==> config.mk <==
export PLATFORM = sky130hd
export DESIGN_NAME = dpr_engine
export DESIGN_NICKNAME = d
export VERILOG_FILES = /design/src/core/dpr_pkg.sv /design/src/core/dpr_timeslice.sv /design/src/core/dpr_exc_status.sv /design/src/core/dpr_engine.sv
export SDC_FILE = /design/constraint.sdc
export NUM_CORES = 1
export LEC_CHECK = 0
export BUFFER_PORTS_ARGS = -buffer_cell sky130_fd_sc_hd__buf_2
export CAP_MARGIN = 20
export CORE_MARGIN = 2
export CORE_UTILIZATION = 40
export CTS_CLUSTER_DIAMETER = 40
export DETAILED_ROUTE_END_ITERATION = 8
export SYNTH_ARGS = -nofsm -noshare
export SYNTH_HDL_FRONTEND = slang
export SYNTH_SLANG_ARGS = --single-unit
==> constraint.sdc <==
create_clock -name clk -period 4.3 [get_ports clk]
set_clock_uncertainty 0.1 [all_clocks]
set_input_delay 0.215 -clock clk [delete_from_list [all_inputs] [get_ports clk]]
set_output_delay 0.215 -clock clk [all_outputs]
set_load 0.1 [all_outputs]
==> src/core/dpr_pkg.sv <==
package dpr_pkg;
  localparam int TXN_PER_PKT      = 16;
  localparam int PAYLOAD_BYTES    = 32;
  localparam int TIMESLICE_US     = 50;
  localparam int CLK_FREQ_MHZ     = 125;
  localparam int TIMESLICE_CYCLES = TIMESLICE_US * CLK_FREQ_MHZ;

  localparam logic [11:0] REG_CTRL_OFS   = 12'h000;
  localparam logic [11:0] REG_STATUS_OFS = 12'h004;
  localparam logic [11:0] REG_MASK_OFS   = 12'h008;
  localparam logic [11:0] REG_STATE_OFS  = 12'h00C;
  localparam logic [11:0] REG_COUNT_OFS  = 12'h010;

  localparam int          CTRL_ENABLE_BIT = 0;
  localparam logic [0:0]  CTRL_RESET_VAL  = 1'h0;
  localparam logic [7:0]  MASK_RESET_VAL  = 8'h00;

  // exception bit positions
  localparam int EXC_MEM_FAULT   = 0;
  localparam int EXC_UNSUPPORTED = 1;
  localparam int EXC_BAD_PROCESS = 2;
  localparam int EXC_BAD_ROUTE   = 3;
  localparam int EXC_ALREADY_OPEN = 4;
  localparam int EXC_EVENT_IRQ   = 5;
  localparam int EXC_QUEUE_OVF   = 6;
  localparam int EXC_RETRY_EXHAUSTED = 7;
  localparam int EXC_COUNT       = 8;

  typedef struct packed {
    logic        remote;
    logic        secure;
    logic [7:0]  fail_count;
    logic [15:0] byte_count;
    logic [31:0] src_addr;
    logic [31:0] dst_addr;
  } dpr_desc_type;

  typedef enum logic [1:0] {
    TXN_OPEN  = 2'b00,
    TXN_BLOCK = 2'b01,
    TXN_NULL  = 2'b10,
    TXN_END   = 2'b11
  } dpr_txn_kind_type;

  typedef struct packed {
    dpr_txn_kind_type kind;
    logic             ack_request_flag;
    logic             local_copy;
    logic [5:0]       len;
    logic [31:0]      src_addr;
    logic [31:0]      dst_addr;
  } dpr_txn_type;

  typedef enum logic [3:0] {
    ST_IDLE    = 4'b0000,
    ST_OPEN    = 4'b0001,
    ST_SEND    = 4'b0010,
    ST_NULL    = 4'b0011,
    ST_WAIT    = 4'b0100,
    ST_CLOSE   = 4'b0101,
    ST_DECIDE  = 4'b0110,
    ST_REQUEUE = 4'b0111,
    ST_LOCAL   = 4'b1000
  } dpr_state_type;
endpackage : dpr_pkg

==> src/core/dpr_timeslice.sv <==
`timescale 1ns/1ps
module dpr_timeslice
  import dpr_pkg::*;
#(
  parameter int PERIOD_CYCLES = TIMESLICE_CYCLES
) (
  // clock and reset
  input  wire logic clk,
  input  wire logic sys_rst,
  // control
  input  wire logic restart,
  output logic      expired
);
  localparam int CW = $clog2(PERIOD_CYCLES + 1);
  localparam logic [CW-1:0] LAST = CW'(PERIOD_CYCLES);

  logic [CW-1:0] cnt_q;
  logic [CW-1:0] cnt_d;

  always_comb begin
    cnt_d = cnt_q;
    if (restart) begin
      cnt_d = '0;
    end else if (cnt_q != LAST) begin
      cnt_d = cnt_q + CW'(1);
    end
  end

  always_ff @(posedge clk) begin
    if (sys_rst) begin
      cnt_q <= '0;
    end else begin
      cnt_q <= cnt_d;
    end
  end

  assign expired = (cnt_q == LAST);
endmodule : dpr_timeslice

==> src/core/dpr_exc_status.sv <==
`timescale 1ns/1ps
module dpr_exc_status
  import dpr_pkg::*;
#(
  parameter int N = EXC_COUNT
) (
  // clock and reset
  input  wire logic         clk,
  input  wire logic         sys_rst,
  // events and software
  input  wire logic [N-1:0] set_evt,
  input  wire logic         rd_clear,
  input  wire logic [N-1:0] mask,
  output logic [N-1:0]      status,
  output logic              irq
);
  logic [N-1:0] st_q;
  logic [N-1:0] st_d;

  for (genvar i = 0; i < N; i++) begin : g_bit
    always_comb begin
      st_d[i] = st_q[i];
      if (rd_clear) begin
        st_d[i] = 1'b0;
      end
      // set beats read clear
      if (set_evt[i]) begin
        st_d[i] = 1'b1;
      end
    end
  end

  always_ff @(posedge clk) begin
    if (sys_rst) begin
      st_q <= '0;
    end else begin
      st_q <= st_d;
    end
  end

  assign status = st_q;
  assign irq    = |(st_q & mask);
endmodule : dpr_exc_status

==> src/core/dpr_engine.sv <==
// Added by the designer: the APB slave port and the address map.
`timescale 1ns/1ps
module dpr_engine
  import dpr_pkg::*;
#(
  parameter int TIMESLICE_CYC = TIMESLICE_CYCLES
) (
  // clock and reset
  input  wire logic         clk,
  input  wire logic         sys_rst,
  // apb slave
  input  wire logic         psel,
  input  wire logic         penable,
  input  wire logic         pwrite,
  input  wire logic [11:0]  paddr,
  input  wire logic [31:0]  pwdata,
  output logic [31:0]       prdata,
  output logic              pready,
  output logic              pslverr,
  // descriptor queue
  input  wire logic         desc_valid,
  input  wire dpr_desc_type desc,
  output logic              desc_ready,
  // requeue to queue tail
  output logic              requeue_valid,
  output dpr_desc_type      requeue_desc,
  input  wire logic         requeue_ready,
  // network outputter
  output logic              txn_valid,
  output dpr_txn_type       txn,
  input  wire logic         txn_ready,
  input  wire logic         ack_valid,
  input  wire logic         ack_is_nack,
  // exceptions
  input  wire logic [6:0]   exc_event,
  output logic              desc_done,
  output logic              irq
);
  dpr_state_type state_q;
  dpr_state_type state_d;
  dpr_desc_type  cur_q;
  dpr_desc_type  cur_d;
  dpr_desc_type  snap_q;
  dpr_desc_type  snap_d;
  dpr_txn_type   txn_q;
  dpr_txn_type   txn_d;
  logic          txn_valid_q;
  logic          txn_valid_d;
  logic          rq_valid_q;
  logic          rq_valid_d;
  logic [4:0]    sent_q;
  logic [4:0]    sent_d;
  logic          ack_seen_q;
  logic          ack_seen_d;
  logic          nack_q;
  logic          nack_d;
  logic          done_q;
  logic          done_d;
  logic          exhaust_q;
  logic          exhaust_d;
  logic [15:0]   pkt_cnt_q;
  logic [15:0]   pkt_cnt_d;
  logic          enable_q;
  logic          enable_d;
  logic [7:0]    mask_q;
  logic [7:0]    mask_d;
  logic [31:0]   rdata_q;
  logic [31:0]   rdata_d;
  logic          slot_free;
  logic          restart;
  logic          expired;
  logic [5:0]    chunk;
  logic          take;
  logic          pkt_full;
  logic          stop_normal;
  logic          stop_secure;
  logic          setup;
  logic          access;
  logic          hit;
  logic          status_rd;
  logic [7:0]    status;
  logic [7:0]    exc_set;

  dpr_timeslice #(
    .PERIOD_CYCLES (TIMESLICE_CYC)
  ) u_timeslice (
    .clk     (clk),
    .sys_rst (sys_rst),
    .restart (restart),
    .expired (expired)
  );

  assign exc_set = {exhaust_q, exc_event};

  dpr_exc_status #(
    .N (EXC_COUNT)
  ) u_exc_status (
    .clk      (clk),
    .sys_rst  (sys_rst),
    .set_evt  (exc_set),
    .rd_clear (status_rd),
    .mask     (mask_q),
    .status   (status),
    .irq      (irq)
  );

  assign slot_free = !txn_valid_q || txn_ready;
  // take only when idle and enabled
  assign take      = (state_q == ST_IDLE) && enable_q && desc_valid;
  assign restart   = take;
  assign chunk = (cur_q.byte_count >= 16'(PAYLOAD_BYTES)) ?
                 6'(PAYLOAD_BYTES) : cur_q.byte_count[5:0];
  assign pkt_full = (sent_q == 5'(TXN_PER_PKT));
  assign stop_normal = ack_seen_q || pkt_full || expired ||
                       (cur_q.byte_count == 16'h0000);
  assign stop_secure = pkt_full || expired ||
                       (cur_q.byte_count == 16'h0000);

  always_comb begin
    state_d     = state_q;
    cur_d       = cur_q;
    snap_d      = snap_q;
    txn_d       = txn_q;
    txn_valid_d = txn_valid_q && !txn_ready;
    rq_valid_d  = rq_valid_q;
    sent_d      = sent_q;
    ack_seen_d  = ack_seen_q;
    nack_d      = nack_q;
    done_d      = 1'b0;
    exhaust_d   = 1'b0;
    pkt_cnt_d   = pkt_cnt_q;
    if (ack_valid) begin
      ack_seen_d = 1'b1;
      nack_d     = nack_q || ack_is_nack;
    end
    case (state_q)
      ST_IDLE: begin
        if (take) begin
          cur_d = desc;
          state_d = desc.remote ? ST_OPEN : ST_LOCAL;
        end
      end
      ST_OPEN: begin
        if (slot_free) begin
          txn_valid_d           = 1'b1;
          txn_d                 = '0;
          txn_d.kind            = TXN_OPEN;
          txn_d.dst_addr        = cur_q.dst_addr;
          snap_d                = cur_q;
          sent_d                = '0;
          ack_seen_d            = 1'b0;
          nack_d                = 1'b0;
          state_d               = ST_SEND;
        end
      end
      ST_SEND: begin
        if (cur_q.secure ? stop_secure : stop_normal) begin
          state_d = cur_q.secure ? ST_NULL : ST_WAIT;
        end else if (slot_free) begin
          txn_valid_d      = 1'b1;
          txn_d            = '0;
          txn_d.kind       = TXN_BLOCK;
          txn_d.ack_request_flag = !cur_q.secure &&
                                   (sent_q == 5'h00);
          txn_d.len        = chunk;
          txn_d.src_addr   = cur_q.src_addr;
          txn_d.dst_addr   = cur_q.dst_addr;
          cur_d.src_addr   = cur_q.src_addr + 32'(chunk);
          cur_d.dst_addr   = cur_q.dst_addr + 32'(chunk);
          cur_d.byte_count = cur_q.byte_count - 16'(chunk);
          sent_d           = sent_q + 5'h01;
        end
      end
      ST_NULL: begin
        if (slot_free) begin
          txn_valid_d            = 1'b1;
          txn_d                  = '0;
          txn_d.kind             = TXN_NULL;
          txn_d.ack_request_flag = 1'b1;
          txn_d.dst_addr         = cur_q.dst_addr;
          state_d                = ST_WAIT;
        end
      end
      ST_WAIT: begin
        // close waits for the acknowledge
        if (ack_seen_q) begin
          state_d = ST_CLOSE;
        end
      end
      ST_CLOSE: begin
        if (slot_free) begin
          txn_valid_d    = 1'b1;
          txn_d          = '0;
          txn_d.kind     = TXN_END;
          txn_d.dst_addr = cur_q.dst_addr;
          pkt_cnt_d      = pkt_cnt_q + 16'h0001;
          state_d        = ST_DECIDE;
        end
      end
      ST_DECIDE: begin
        if (nack_q) begin
          if (cur_q.fail_count == 8'h00) begin
            exhaust_d = 1'b1;
            state_d   = ST_IDLE;
          end else begin
            cur_d            = snap_q;
            cur_d.fail_count = cur_q.fail_count - 8'h01;
            rq_valid_d       = 1'b1;
            state_d          = ST_REQUEUE;
          end
        end else if (cur_q.byte_count == 16'h0000) begin
          done_d  = 1'b1;
          state_d = ST_IDLE;
        end else if (expired) begin
          rq_valid_d = 1'b1;
          state_d    = ST_REQUEUE;
        end else begin
          state_d = ST_OPEN;
        end
      end
      ST_REQUEUE: begin
        if (requeue_ready) begin
          rq_valid_d = 1'b0;
          state_d    = ST_IDLE;
        end
      end
      ST_LOCAL: begin
        // done only once the last block has gone out
        if (cur_q.byte_count == 16'h0000) begin
          if (slot_free) begin
            done_d  = 1'b1;
            state_d = ST_IDLE;
          end
        end else if (expired) begin
          rq_valid_d = 1'b1;
          state_d    = ST_REQUEUE;
        end else if (slot_free) begin
          txn_valid_d      = 1'b1;
          txn_d            = '0;
          txn_d.kind       = TXN_BLOCK;
          txn_d.local_copy = 1'b1;
          txn_d.len        = chunk;
          txn_d.src_addr   = cur_q.src_addr;
          txn_d.dst_addr   = cur_q.dst_addr;
          cur_d.src_addr   = cur_q.src_addr + 32'(chunk);
          cur_d.dst_addr   = cur_q.dst_addr + 32'(chunk);
          cur_d.byte_count = cur_q.byte_count - 16'(chunk);
        end
      end
      default: begin
        state_d = ST_IDLE;
      end
    endcase
  end

  always_ff @(posedge clk) begin
    if (sys_rst) begin
      state_q     <= ST_IDLE;
      cur_q       <= '0;
      snap_q      <= '0;
      txn_q       <= '0;
      txn_valid_q <= 1'b0;
      rq_valid_q  <= 1'b0;
      sent_q      <= '0;
      ack_seen_q  <= 1'b0;
      nack_q      <= 1'b0;
      done_q      <= 1'b0;
      exhaust_q   <= 1'b0;
      pkt_cnt_q   <= '0;
    end else begin
      state_q     <= state_d;
      cur_q       <= cur_d;
      snap_q      <= snap_d;
      txn_q       <= txn_d;
      txn_valid_q <= txn_valid_d;
      rq_valid_q  <= rq_valid_d;
      sent_q      <= sent_d;
      ack_seen_q  <= ack_seen_d;
      nack_q      <= nack_d;
      done_q      <= done_d;
      exhaust_q   <= exhaust_d;
      pkt_cnt_q   <= pkt_cnt_d;
    end
  end

  assign desc_ready    = take;
  assign txn_valid     = txn_valid_q;
  assign txn           = txn_q;
  assign requeue_valid = rq_valid_q;
  assign requeue_desc  = cur_q;
  assign desc_done     = done_q;

  // apb register file
  assign setup  = psel && !penable;
  assign access = psel && penable;
  assign hit    = (paddr == REG_CTRL_OFS) || (paddr == REG_STATUS_OFS) ||
                  (paddr == REG_MASK_OFS) || (paddr == REG_STATE_OFS) ||
                  (paddr == REG_COUNT_OFS);
  assign status_rd = access && !pwrite && (paddr == REG_STATUS_OFS);

  always_comb begin
    enable_d = enable_q;
    mask_d   = mask_q;
    rdata_d  = rdata_q;
    if (access && pwrite && (paddr == REG_CTRL_OFS)) begin
      enable_d = pwdata[CTRL_ENABLE_BIT];
    end
    if (access && pwrite && (paddr == REG_MASK_OFS)) begin
      mask_d = pwdata[7:0];
    end
    if (setup) begin
      case (paddr)
        REG_CTRL_OFS:   rdata_d = {31'h0, enable_q};
        REG_STATUS_OFS: rdata_d = {24'h0, status};
        REG_MASK_OFS:   rdata_d = {24'h0, mask_q};
        REG_STATE_OFS:  rdata_d = {11'h0, sent_q, cur_q.fail_count,
                                   4'h0, state_q};
        REG_COUNT_OFS:  rdata_d = {16'h0, pkt_cnt_q};
        default:        rdata_d = 32'h0000_0000;
      endcase
    end
  end

  always_ff @(posedge clk) begin
    if (sys_rst) begin
      enable_q <= CTRL_RESET_VAL;
      mask_q   <= MASK_RESET_VAL;
      rdata_q  <= '0;
    end else begin
      enable_q <= enable_d;
      mask_q   <= mask_d;
      rdata_q  <= rdata_d;
    end
  end

  assign prdata  = rdata_q;
  assign pready  = 1'b1;
  assign pslverr = access && !hit;
endmodule : dpr_engine

==> results of run 1 <==
area by class of cell:
type	instances	area [sq um]
Fill cell	3781	18990
Multi-Input combinational cell	1484	8592
Sequential cell	328	6566
Timing Repair Buffer	470	3070
Clock buffer	66	1475
Tap cell	525	656.9
Clock inverter	32	397.9
Inverter	20	75.07
repair_timing:
action / 4_1_cts / 5_1_grt
setup endpoints to repair: 0 / 1
hold endpoints to repair: 137 / 0
hold buffers: 115 / 0
synth_stat cells, types with 10 or more instances:
library cell,count
o31ai_1,49
and2_1,10
nor2_1,111
dfxtp_1,328
nor4_1,12
o311ai_0,17
nand4_1,17
buf_1,16
and3_1,24
o21ai_0,43
nand2_1,360
ha_1,22
nand3_1,108
xor2_1,21
a21oi_1,267
xnor2_1,14
a22oi_1,72
o211ai_1,16
a211oi_1,30
clkbuf_1,127
or3_1,11
buf_2,15
a221oi_1,18
inv_1,20
nor3_1,34
nor2b_1,12
a222oi_1,17
a31oi_1,21
mux2i_1,16
nand2b_1,15
buf_4,48
power groups by stage:
stage / Sequential, mW / Clock, mW / Combinational (mW)
2_1_floorplan: 5.42 / 0 / 4.18
3_3_place_gp: 4.08 / 0 / 7.32
3_5_place_dp: 4.10 / 0 / 7.38
4_1_cts: 4.04 / 4.52 / 7.50
5_1_grt: 4.13 / 4.65 / 8.01
6_report: 4.05 / 4.44 / 7.57
stage by stage:
| stage | util, % | instances |
|---|---|---|
| 2_1_floorplan | - | 2046 |
| 3_3_place_gp | 44.72 | 2712 |
| 3_5_place_dp | 44.72 | 2712 |
| 4_1_cts | 52.32 | 2925 |
| 5_1_grt | 52.32 | 2925 |
| 6_report | 52.32 | 2925 |
cells by family after synthesis:
kind of cell / synth area share (%)
AO/OA/AOI/OAI: 25.72
XOR/XNOR: 1.898
adder cells (fa/ha/maj): 1.952
buffers and inverters: 7.042
flip-flops: 40.65
multiplexers: 1.131
other: 0.04650
AND/OR/NAND/NOR: 21.56
final timing paths:
check | start | to | cells after the start
setup / recovery | requeue_desc[70] | requeue_desc[61] | 11
hold / removal | paddr[4] | enable_q | 4
setup reg to reg | requeue_desc[70] | requeue_desc[61] | 11
hold reg to reg | txn[16] | txn[16] | 2
layer usage:
layer / track usage, % / vias to the layer above / routed length, um
met2: 43.58 / 768 / 26770
li1: - / 8010 / -
met5: 0 / - / 27
met3: 4.995 / 121 / 4478
met1: 36.44 / 8219 / 25620
met4: 9.584 / 4 / 1773
worst reg2reg max path, delay by kind of cell (launching register included):
kind	cells	cell delay (ps)
compound gates	4	1000
fa+ha+maj	1	260
buf+inv	1	210
flops	1	390
simple gates	5	1950
flip-flops by register name (all words and copies together), names as in the netlist, 4 cells and up:
signal and cells:
requeue_desc 90, snap_q 82, txn 74, prdata 21
pkt_cnt_q 16, u_timeslice.cnt_q 13, mask_q 8, u_exc_status.status 8
sent_q 5, state_q 4
==> results.md, run 1 <==
* Clock slew at reported path FFs at about 50 ps
* Max Cap Violations at 0
* Total Routing Usage GR at a little over a quarter
* GRT Residual Overflow at 0
* CP endpoint kind: register
* Iteration-0 DRC Markers at 1687
* Port buffer count at around 320
* Worst ir drop on vdd at roughly 0.00053 V
* P_sw at ~8 mW
* Sequential fraction of the synthesis area at 40.65%
* Worst skew pair latency at 600 ps
* Clk root buf: clkbuf_16
* Library cells used by synthesis at between 70 and 80
* Reg power frac at between 20% and 30%
* Final WL at between 50000 and 60000 um
* Final GP Congestion at around 0.91
* Final setup violation count at 0
* Clock tree sinks at between 300 and 400
* Slew margin rel. at around 33%
* Final net count at 2532
* HP Class: in -> reg
* Synth Area per Inst at roughly 7.9 sq um
* Startpoint Class: register
* Initial antenna violation count at 2
* Dominant cell type by area after synthesis: dfxtp_1
* Worst EP required at ~4700 ps
* Residual DRC count at 0
* Total negative slack at 0 ps
* Synth Register Bits at 328
* Ys async rst share at 0%
* Crit path time final at ~4000 ps
* Largest net degree at the start of global routing at 89
* TritonCTS Buffers at between 50 and 60
* Vias per cell at 5.854
* Pint at 7.974 mW
* Data arrival, critical path at 4420 ps
* Routed WL per cell at about 20 um
* Most frequent CP cell: o211ai_1
* Die Height at roughly 200 um
* FF-to-FF setup slack at about 280 ps
* H-tree level count at 2
* Initial Utilization at 40.56%
* Die width at roughly 200 um
* First-pass GRT wire length at between 90000 and 100000 um
* RSZ-0062 raised after global routing: yes
* Vias in the first global route at 16.12k
* Number of synthesized flops with an enable pin at 0
* Synth area leaders: dfxtp_1 41%, nand2_1 8.4%, a21oi_1 8.3%
* Via count at between 15k and 20k
* Post-CTS Setup Bufs at 0
* Combinational Power Share at between 40 and 50%
* Final Hold Fails at 0
* Design area at 20830 sq um
* Synthesis Warnings at 0
* Synth Instances at 2035
* Worst hold margin at approximately 31 ps
* Most used DFF post-synth: dfxtp_1
* Dpl ws at 354.7 ps
* Crit path max-delay family: simple AND/OR/NAND/NOR gates
* Slew @ Worst Pin at between 1000 and 1500 ps
* Diodes inserted at 0
* Final slew viol count at 0
* Commonest non-fill, non-tap cells in the layout: 359 x nand2_1, 328 x dfxtp_1, 316 x buf_2
* Slowest cell delay on critical path at 690 ps
* Share of layout cells above drive strength 1 at roughly a fifth
* HPWL after detailed placement at 38260 um
* Antenna Nets Post-Route at 0
* Placed cell area at 17810 sq um
* Rows at 73
* Run status: finished, final reports clean
* Total core area at 39820 sq um
* Top-area cell type share of the netlist area at about two fifths
* Setup ws final at 278.6 ps
* Post-synthesis cell area at roughly 16000 sq um
* Crit-path cells: or4_1, nor3_1, buf_4, and2_1, ha_1, o211ai_1, o211ai_1, nand2_1, or3_1, o41a_1, o32ai_1
* Sw Ratio at 50.36%
* Final Total Pwr at about 16 mW
* Leak at approximately 8.1 nW
* PostCTS Resize Cnt at 0
* Full die area at 42000 sq um
* Initial DRT Pass Iterations at 6
* Cell area power density at just under 800 nW/um^2
* Crit Path Max Fanout at 8
* CTS Buffer Depth at 3
* Critical Setup Path Class: reg -> reg
* Slowest CP cell: or4_1
* Area added between synthesis and finish at 28.99%
* CTS tree: done
* Clock power frac at between 20% and 30%
* Bufs and invs on worst path at 1
* Fin crit share at approximately 94%
* Fmax at 248.7 MHz
* Leading cell type in the layout, fill and taps excluded: nand2_1
* Top Ports at about 350
(Power assumes the default switching activity.)
==> inputs of run 2 (changes only) <==
- BUFFER_PORTS_ARGS: -buffer_cell sky130_fd_sc_hd__buf_2 -> not set
- DONT_BUFFER_PORTS: not set -> 1
==> results.md, run 2 (same netlist as run 1, synthesis figures left out) <==
* Run status: finished, final reports clean
* HPWL after detailed placement at 37140 um (-2.9%)
* Leak at 7.411 nW (-8.9%)
* RSZ-0062 raised after global routing: yes
* FF-to-FF setup slack at 260 ps (-20 ps)
* Final setup violation count at 0 (unchanged)
* Total core area at 39820 sq um (unchanged)
* Final slew viol count at 0 (unchanged)
* RR Startpoint: requeue_desc[70]
* Area of the multi-input gates at 8603 sq um (+0.13%)
* Cell area power density at 797.8 nW/um^2 (+3.5%)
* Initial Utilization at 40.56% (unchanged)
* Iteration-0 DRC Markers at 1625 (-3.7%)
* Data arrival, critical path at 4460 ps (+40 ps)
* Fill cell total of the finished layout at 3814 (+0.87%)
* Met1 GRT Util at 35.29% (-1.1 points)
* Leading cell type in the layout, fill and taps excluded: nand2_1
* Commonest non-fill, non-tap cells in the layout: 359 x nand2_1, 328 x dfxtp_1, 266 x a21oi_1
* Hold Crit Start: sys_rst
* Routed WL per cell at 21.54 um (+7.4%)
* HP Class: in -> reg
* PostCTS Resize Cnt at 0 (unchanged)
* Total negative slack at 0 ps (unchanged)
* Top Ports at 354 (unchanged)
* Worst ir drop on vdd at 0.0005335 V (+1.4%)
* First-pass GRT wire length at 90820 um (about the same)
* Clock tree sinks at 328 (unchanged)
* Clock slew at reported path FFs at 60 ps (about the same)
* Worst skew pair latency at 610 ps (about the same)
* Worst EP required at 4710 ps (+20 ps)
* Hold EP: pkt_cnt_q[14]
* TritonCTS Buffers at 54 (+1.9%)
* Fin cells at 2741 (-6.3%)
* Vias per cell at 6.004 (+2.6%)
* Worst hold margin at 43.85 ps (+12.94 ps)
* CP endpoint kind: register
* DP Cell Count at 2476 (-8.7%)
* Slew margin rel. at 11.84% (-21 points)
* Final net count at 2342 (-7.5%)
* Grt met2 use at 43.97% (+0.39 points)
* Die width at 204.9 um (unchanged)
* Crit path time final at 4042 ps (+21.00 ps)
* Fmax at 247.4 MHz (-0.52%)
* RR Endpoint: requeue_desc[61]
* Final WL at 59040 um (+0.63%)
* Gr busiest metal: met2
* R2R cell count at 11 (unchanged)
* Worst Hold Depth at 2 (-2)
* Antenna Nets Post-Route at 0 (unchanged)
* Register area at 6566 sq um (unchanged)
* Total Routing Usage GR at 27.25% (+0.11 points)
* H-tree level count at 2 (unchanged)
* Largest net degree at the start of global routing at 238 (+170%)
* Slew @ Worst Pin at 1322 ps (+310.1 ps)
* Clk root buf: clkbuf_16
* Startpoint Class: register
* Residual DRC count at 0 (unchanged)
* Rows at 73 (unchanged)
* Share of layout cells above drive strength 1 at 11.39% (-8.5 points)
* Crit Path Max Fanout at 8 (unchanged)
* Area added between synthesis and finish at 26.25%
* GRT Residual Overflow at 0 (unchanged)
* CTS tree: done
* CTS Buffer Depth at 3 (unchanged)
* Post-CTS Setup Bufs at 0 (unchanged)
* Initial antenna violation count at 4 (+2)
* Via count at 16.46k (-3.9%)
* Full die area at 42000 sq um (unchanged)
* Number of flip-flops in the largest register at 90 (unchanged)
* Die Height at 204.9 um (unchanged)
* Critical Setup Path Class: reg -> reg
* Port buffer count at 0 (-100%)
* Vias in the first global route at 15.90k (-1.3%)
* Max Cap Violations at 0 (unchanged)
* Initial DRT Pass Iterations at 7 (+1)
* Fin crit share at 94.01% (+0.49 points)
* Met3 Use GR at 6.554% (+1.6 points)
* Final GP Congestion at 0.9070 (-0.70%)
* Final Hold Fails at 0 (unchanged)
* Final Total Pwr at 16.27 mW (+1.3%)
## run 2: changes by cell type in the layout (fill, tap and decap cells not counted), moves of 5 or more
cell	change
buf_2	-316
buf_4	+81
dlygate4sd3_1	+40
inv_6	+6
clkbuf_8	-5
## run 2: timing repair
action                                  in CTS  in global routing
endpoints found under the setup margin       0                  1
hold buffers                               156                  0
hold endpoints to repair                   328                  0
## run 2: worst max-delay path by stage
stage,from,to,slack (ps),cells past startpoint
2_1_floorplan,requeue_desc[70],requeue_desc[50],400,14
3_3_place_gp,requeue_desc[70],requeue_desc[61],510,11
3_5_place_dp,requeue_desc[70],requeue_desc[61],390,11
4_1_cts,requeue_desc[70],requeue_desc[61],350,11
5_1_grt,requeue_desc[70],requeue_desc[63],-10,11
6_report,requeue_desc[70],requeue_desc[61],260,11
## run 2: metal layers
metal / wire, um / up-vias
met2: 27330 / 753
met3: 5139 / 128
met4: 1745 / 4
li1: - / 7646
met1: 24800 / 7925
met5: 24 / -
## run 2: power by group
group	switching [mW]	internal, mW	total (mW)
sequential	0.639	3.41	4.05
clock	1.73	2.79	4.52
combinational	5.85	1.85	7.70
## run 2: stage by stage
step / setup WS (ps) / cell area (sq um) / util [%]
after floorplan: 400.6 / 16200 / -
after global placement: 508.7 / 16830 / 42.27
after detailed placement: 388.6 / 16830 / 42.27
after CTS: 351.9 / 20310 / 51.01
after global routing: -12.85 / 20390 / 51.20
final: 257.6 / 20390 / 51.21
## run 2: cell type report
class	count	area share [%]
multi-input cells	1484	42.19
flip-flops and latches	328	32.20
repair buffers	279	12.66
clock buffers	61	7.105
well taps	525	3.221
clock inverters	41	2.221
inverters	20	0.3681
diodes	3	0.03681
## run 2: worst max-delay path: stages (launching register included)
cell and delay [ps]:
dfxtp_1 310, or4_1 670, nor3_1 320, buf_4 210, and2_1 280, ha_1 280
o211ai_1 140, o211ai_1 360, nand2_1 240, or3_1 470, o41a_1 350, o32ai_1 210
==> inputs of run 3 (changes only) <==
- clock period: 4.3 -> 3.7 ns (I/O delays scaled with it)
==> results.md, run 3 (same netlist as run 1, synthesis figures left out) <==
* Final Total Pwr at 20.19 mW (+24%)
* Final GP Congestion at 0.8794 (-3.0%)
* Run status: finished, final reports clean
* Hold EP: requeue_desc[51]
* Largest net degree at the start of global routing at 304 (+28%)
* Hold Crit Start: desc[51]
* Final setup violation count at 0 (unchanged)
* Area of the multi-input gates at 8717 sq um (+1.3%)
* Rows at 73 (unchanged)
* Port buffer count at 0 (unchanged)
* HPWL after detailed placement at 37890 um (+2.0%)
* Number of flip-flops in the largest register at 90 (unchanged)
* Clock slew at reported path FFs at 50 ps (about the same)
* Iteration-0 DRC Markers at 1575 (-3.1%)
* Fin crit share at 97.16% (+3.2 points)
* Final Hold Fails at 0 (unchanged)
* Crit-path cells: or4b_4, or3_1, and3_2, a32oi_4, buf_12, nand2_1, a21oi_1, dlygate4sd3_1
* First-pass GRT wire length at 94050 um (+3.6%)
* Worst EP required at 4130 ps (-580 ps)
* Data arrival, critical path at 4030 ps (-430 ps)
* Crit Path Max Fanout at 75 (+67)
* HP Class: in -> reg
* Worst Hold Depth at 4 (+2)
* Slew margin rel. at 24.17% (+12 points)
* Share of layout cells above drive strength 1 at 12.45% (+1.1 points)
* Slowest cell delay on critical path at 570 ps (-100 ps)
* Fill cell total of the finished layout at 3579 (-6.2%)
* Setup ws final at 105.0 ps (-152.6 ps)
* Fmax at 278.2 MHz (+12%)
* Grt met2 use at 46.13% (+2.2 points)
* Leak at 8.817 nW (+19%)
* Antenna Nets Post-Route at 0 (unchanged)
* GRT Residual Overflow at 0 (unchanged)
* RR Endpoint: txn[20]
* Top Ports at 354 (unchanged)
* RSZ-0062 raised after global routing: yes
* Startpoint Class: register
* Crit path time final at 3595 ps (-447.4 ps)
* Die width at 204.9 um (unchanged)
* Vias in the first global route at 16.82k (+5.8%)
* Slew @ Worst Pin at 1136 ps (-186.5 ps)
* Cell area power density at 894.9 nW/um^2 (+12%)
* Residual DRC count at 0 (unchanged)
* FF-to-FF setup slack at 110 ps (-150 ps)
* Final net count at 2535 (+8.2%)
* Final WL at 64220 um (+8.8%)
* H-tree level count at 2 (unchanged)
* Worst skew pair latency at 600 ps (about the same)
* TritonCTS Buffers at 57 (+5.6%)
* Area added between synthesis and finish at 39.65%
* CTS Buffer Depth at 3 (unchanged)
* Design area at 22560 sq um (+11%)
* Routed WL per cell at 21.86 um (+1.5%)
* Placed cell area at 16970 sq um (+0.84%)
* Total Routing Usage GR at 28.21% (+0.96 points)
* Worst ir drop on vdd at 0.0004900 V (-8.2%)
* Initial DRT Pass Iterations at 9 (+2)
* RR Startpoint: u_timeslice.cnt_q[2]
* CP endpoint kind: register
* Vias per cell at 5.968 (-0.60%)
* Register area at 6575 sq um (+0.13%)
* Clk root buf: clkbuf_16
* Via count at 17.53k (+6.5%)
* Bufs and invs on worst path at 2 (+1)
* Met3 Use GR at 7.843% (+1.3 points)
* Full die area at 42000 sq um (unchanged)
* Initial Utilization at 40.56% (unchanged)
* Slowest CP cell: or4b_4
* Critical Setup Path Class: reg -> reg
* R2R cell count at 8 (-3)
* Final slew viol count at 0 (unchanged)
* CTS tree: done
* Crit path max-delay family: simple AND/OR/NAND/NOR gates
* Total negative slack at 0 ps (unchanged)
* Initial antenna violation count at 6 (+2)
* Max Cap Violations at 0 (unchanged)
* Total core area at 39820 sq um (unchanged)
* Leading cell type in the layout, fill and taps excluded: nand2_1
* Gr busiest metal: met2
* Die Height at 204.9 um (unchanged)
* Met1 GRT Util at 35.05% (-0.24 points)
* Dpl ws at 23.56 ps (-365.0 ps)
* Clock tree sinks at 328 (unchanged)
* Commonest non-fill, non-tap cells in the layout: 358 x nand2_1, 323 x dlygate4sd3_1, 321 x dfxtp_1
[run 3: cell types whose count changed in the layout (fill, tap and decap cells not counted), moves of 4 or more]
cell           previous run  this run
dlygate4sd3_1           155       323
buf_4                   116       135
dfxtp_1                 328       321
dfxtp_2                   0         7
bufinv_16                 5        11
clkinv_4                  2         7
clkbuf_16                55        59
clkinv_2                 10         6
inv_6                    12         8
[run 3: worst max-delay path by stage]
| stage | depth (start not counted) | end | from |
|---|---|---|---|
| after global routing | 12 | requeue_desc[38] | requeue_desc[70] |
| final | 8 | txn[20] | u_timeslice.cnt_q[2] |
| after global placement | 12 | requeue_desc[24] | requeue_desc[70] |
| after CTS | 12 | requeue_desc[16] | requeue_desc[70] |
| after detailed placement | 12 | requeue_desc[16] | requeue_desc[70] |
| after floorplan | 13 | requeue_desc[50] | requeue_desc[78] |
[run 3: layout make-up]
type / instances / share of cell area (%)
antenna: 4 / 0.04438
clock buffer: 67 / 6.945
clock inverter: 41 / 2.530
inverter: 20 / 0.3328
multi-input combinational: 1487 / 38.65
sequential: 328 / 29.15
tap: 525 / 2.912
timing repair buffer: 466 / 19.44
[run 3: per-layer routing]
metal / part of all wire (%) / wire length, um
met4: 3.1 / 2002
met2: 47 / 30150
met3: 8.6 / 5499
met1: 41 / 26520
met5: 0.067 / 43
[run 3: what timing repair did]
| item | CTS | global route |
|---|---|---|
| hold buffers | 275 | 49 |
| resized for setup | 0 | 25 |
| pin swaps | 0 | 3 |
| gates cloned | 0 | 3 |
| endpoints found under the setup margin | 1 | 115 |
| buffers inserted | 0 | 6 |
| hold endpoints to repair | 328 | 50 |
[run 3: report_power, final]
part           total (mW)  switching [mW]  internal (mW)
logic                9.71            7.19           2.52
clock network        5.84            2.01           3.83
registers            4.63           0.667           3.97
[run 3: through the flow]
step | hold WS [ps] | utilization [%] | std cells
2_1_floorplan | 195.2 | - | 2046
3_3_place_gp | 174.9 | 42.62 | 2492
3_5_place_dp | 177.0 | 42.62 | 2492
4_1_cts | -407.3 | 54.90 | 2875
5_1_grt | 13.71 | 56.63 | 2936
6_report | 6.801 | 56.64 | 2938
[run 3: worst register-to-register path: cells and delay by family (launching register included)]
| family | cells | cell delay [ps] |
|---|---|---|
| flip-flops | 1 | 350 |
| AO/OA/AOI/OAI | 2 | 530 |
| buffers and inverters | 2 | 910 |
| AND/OR/NAND/NOR | 4 | 1640 |
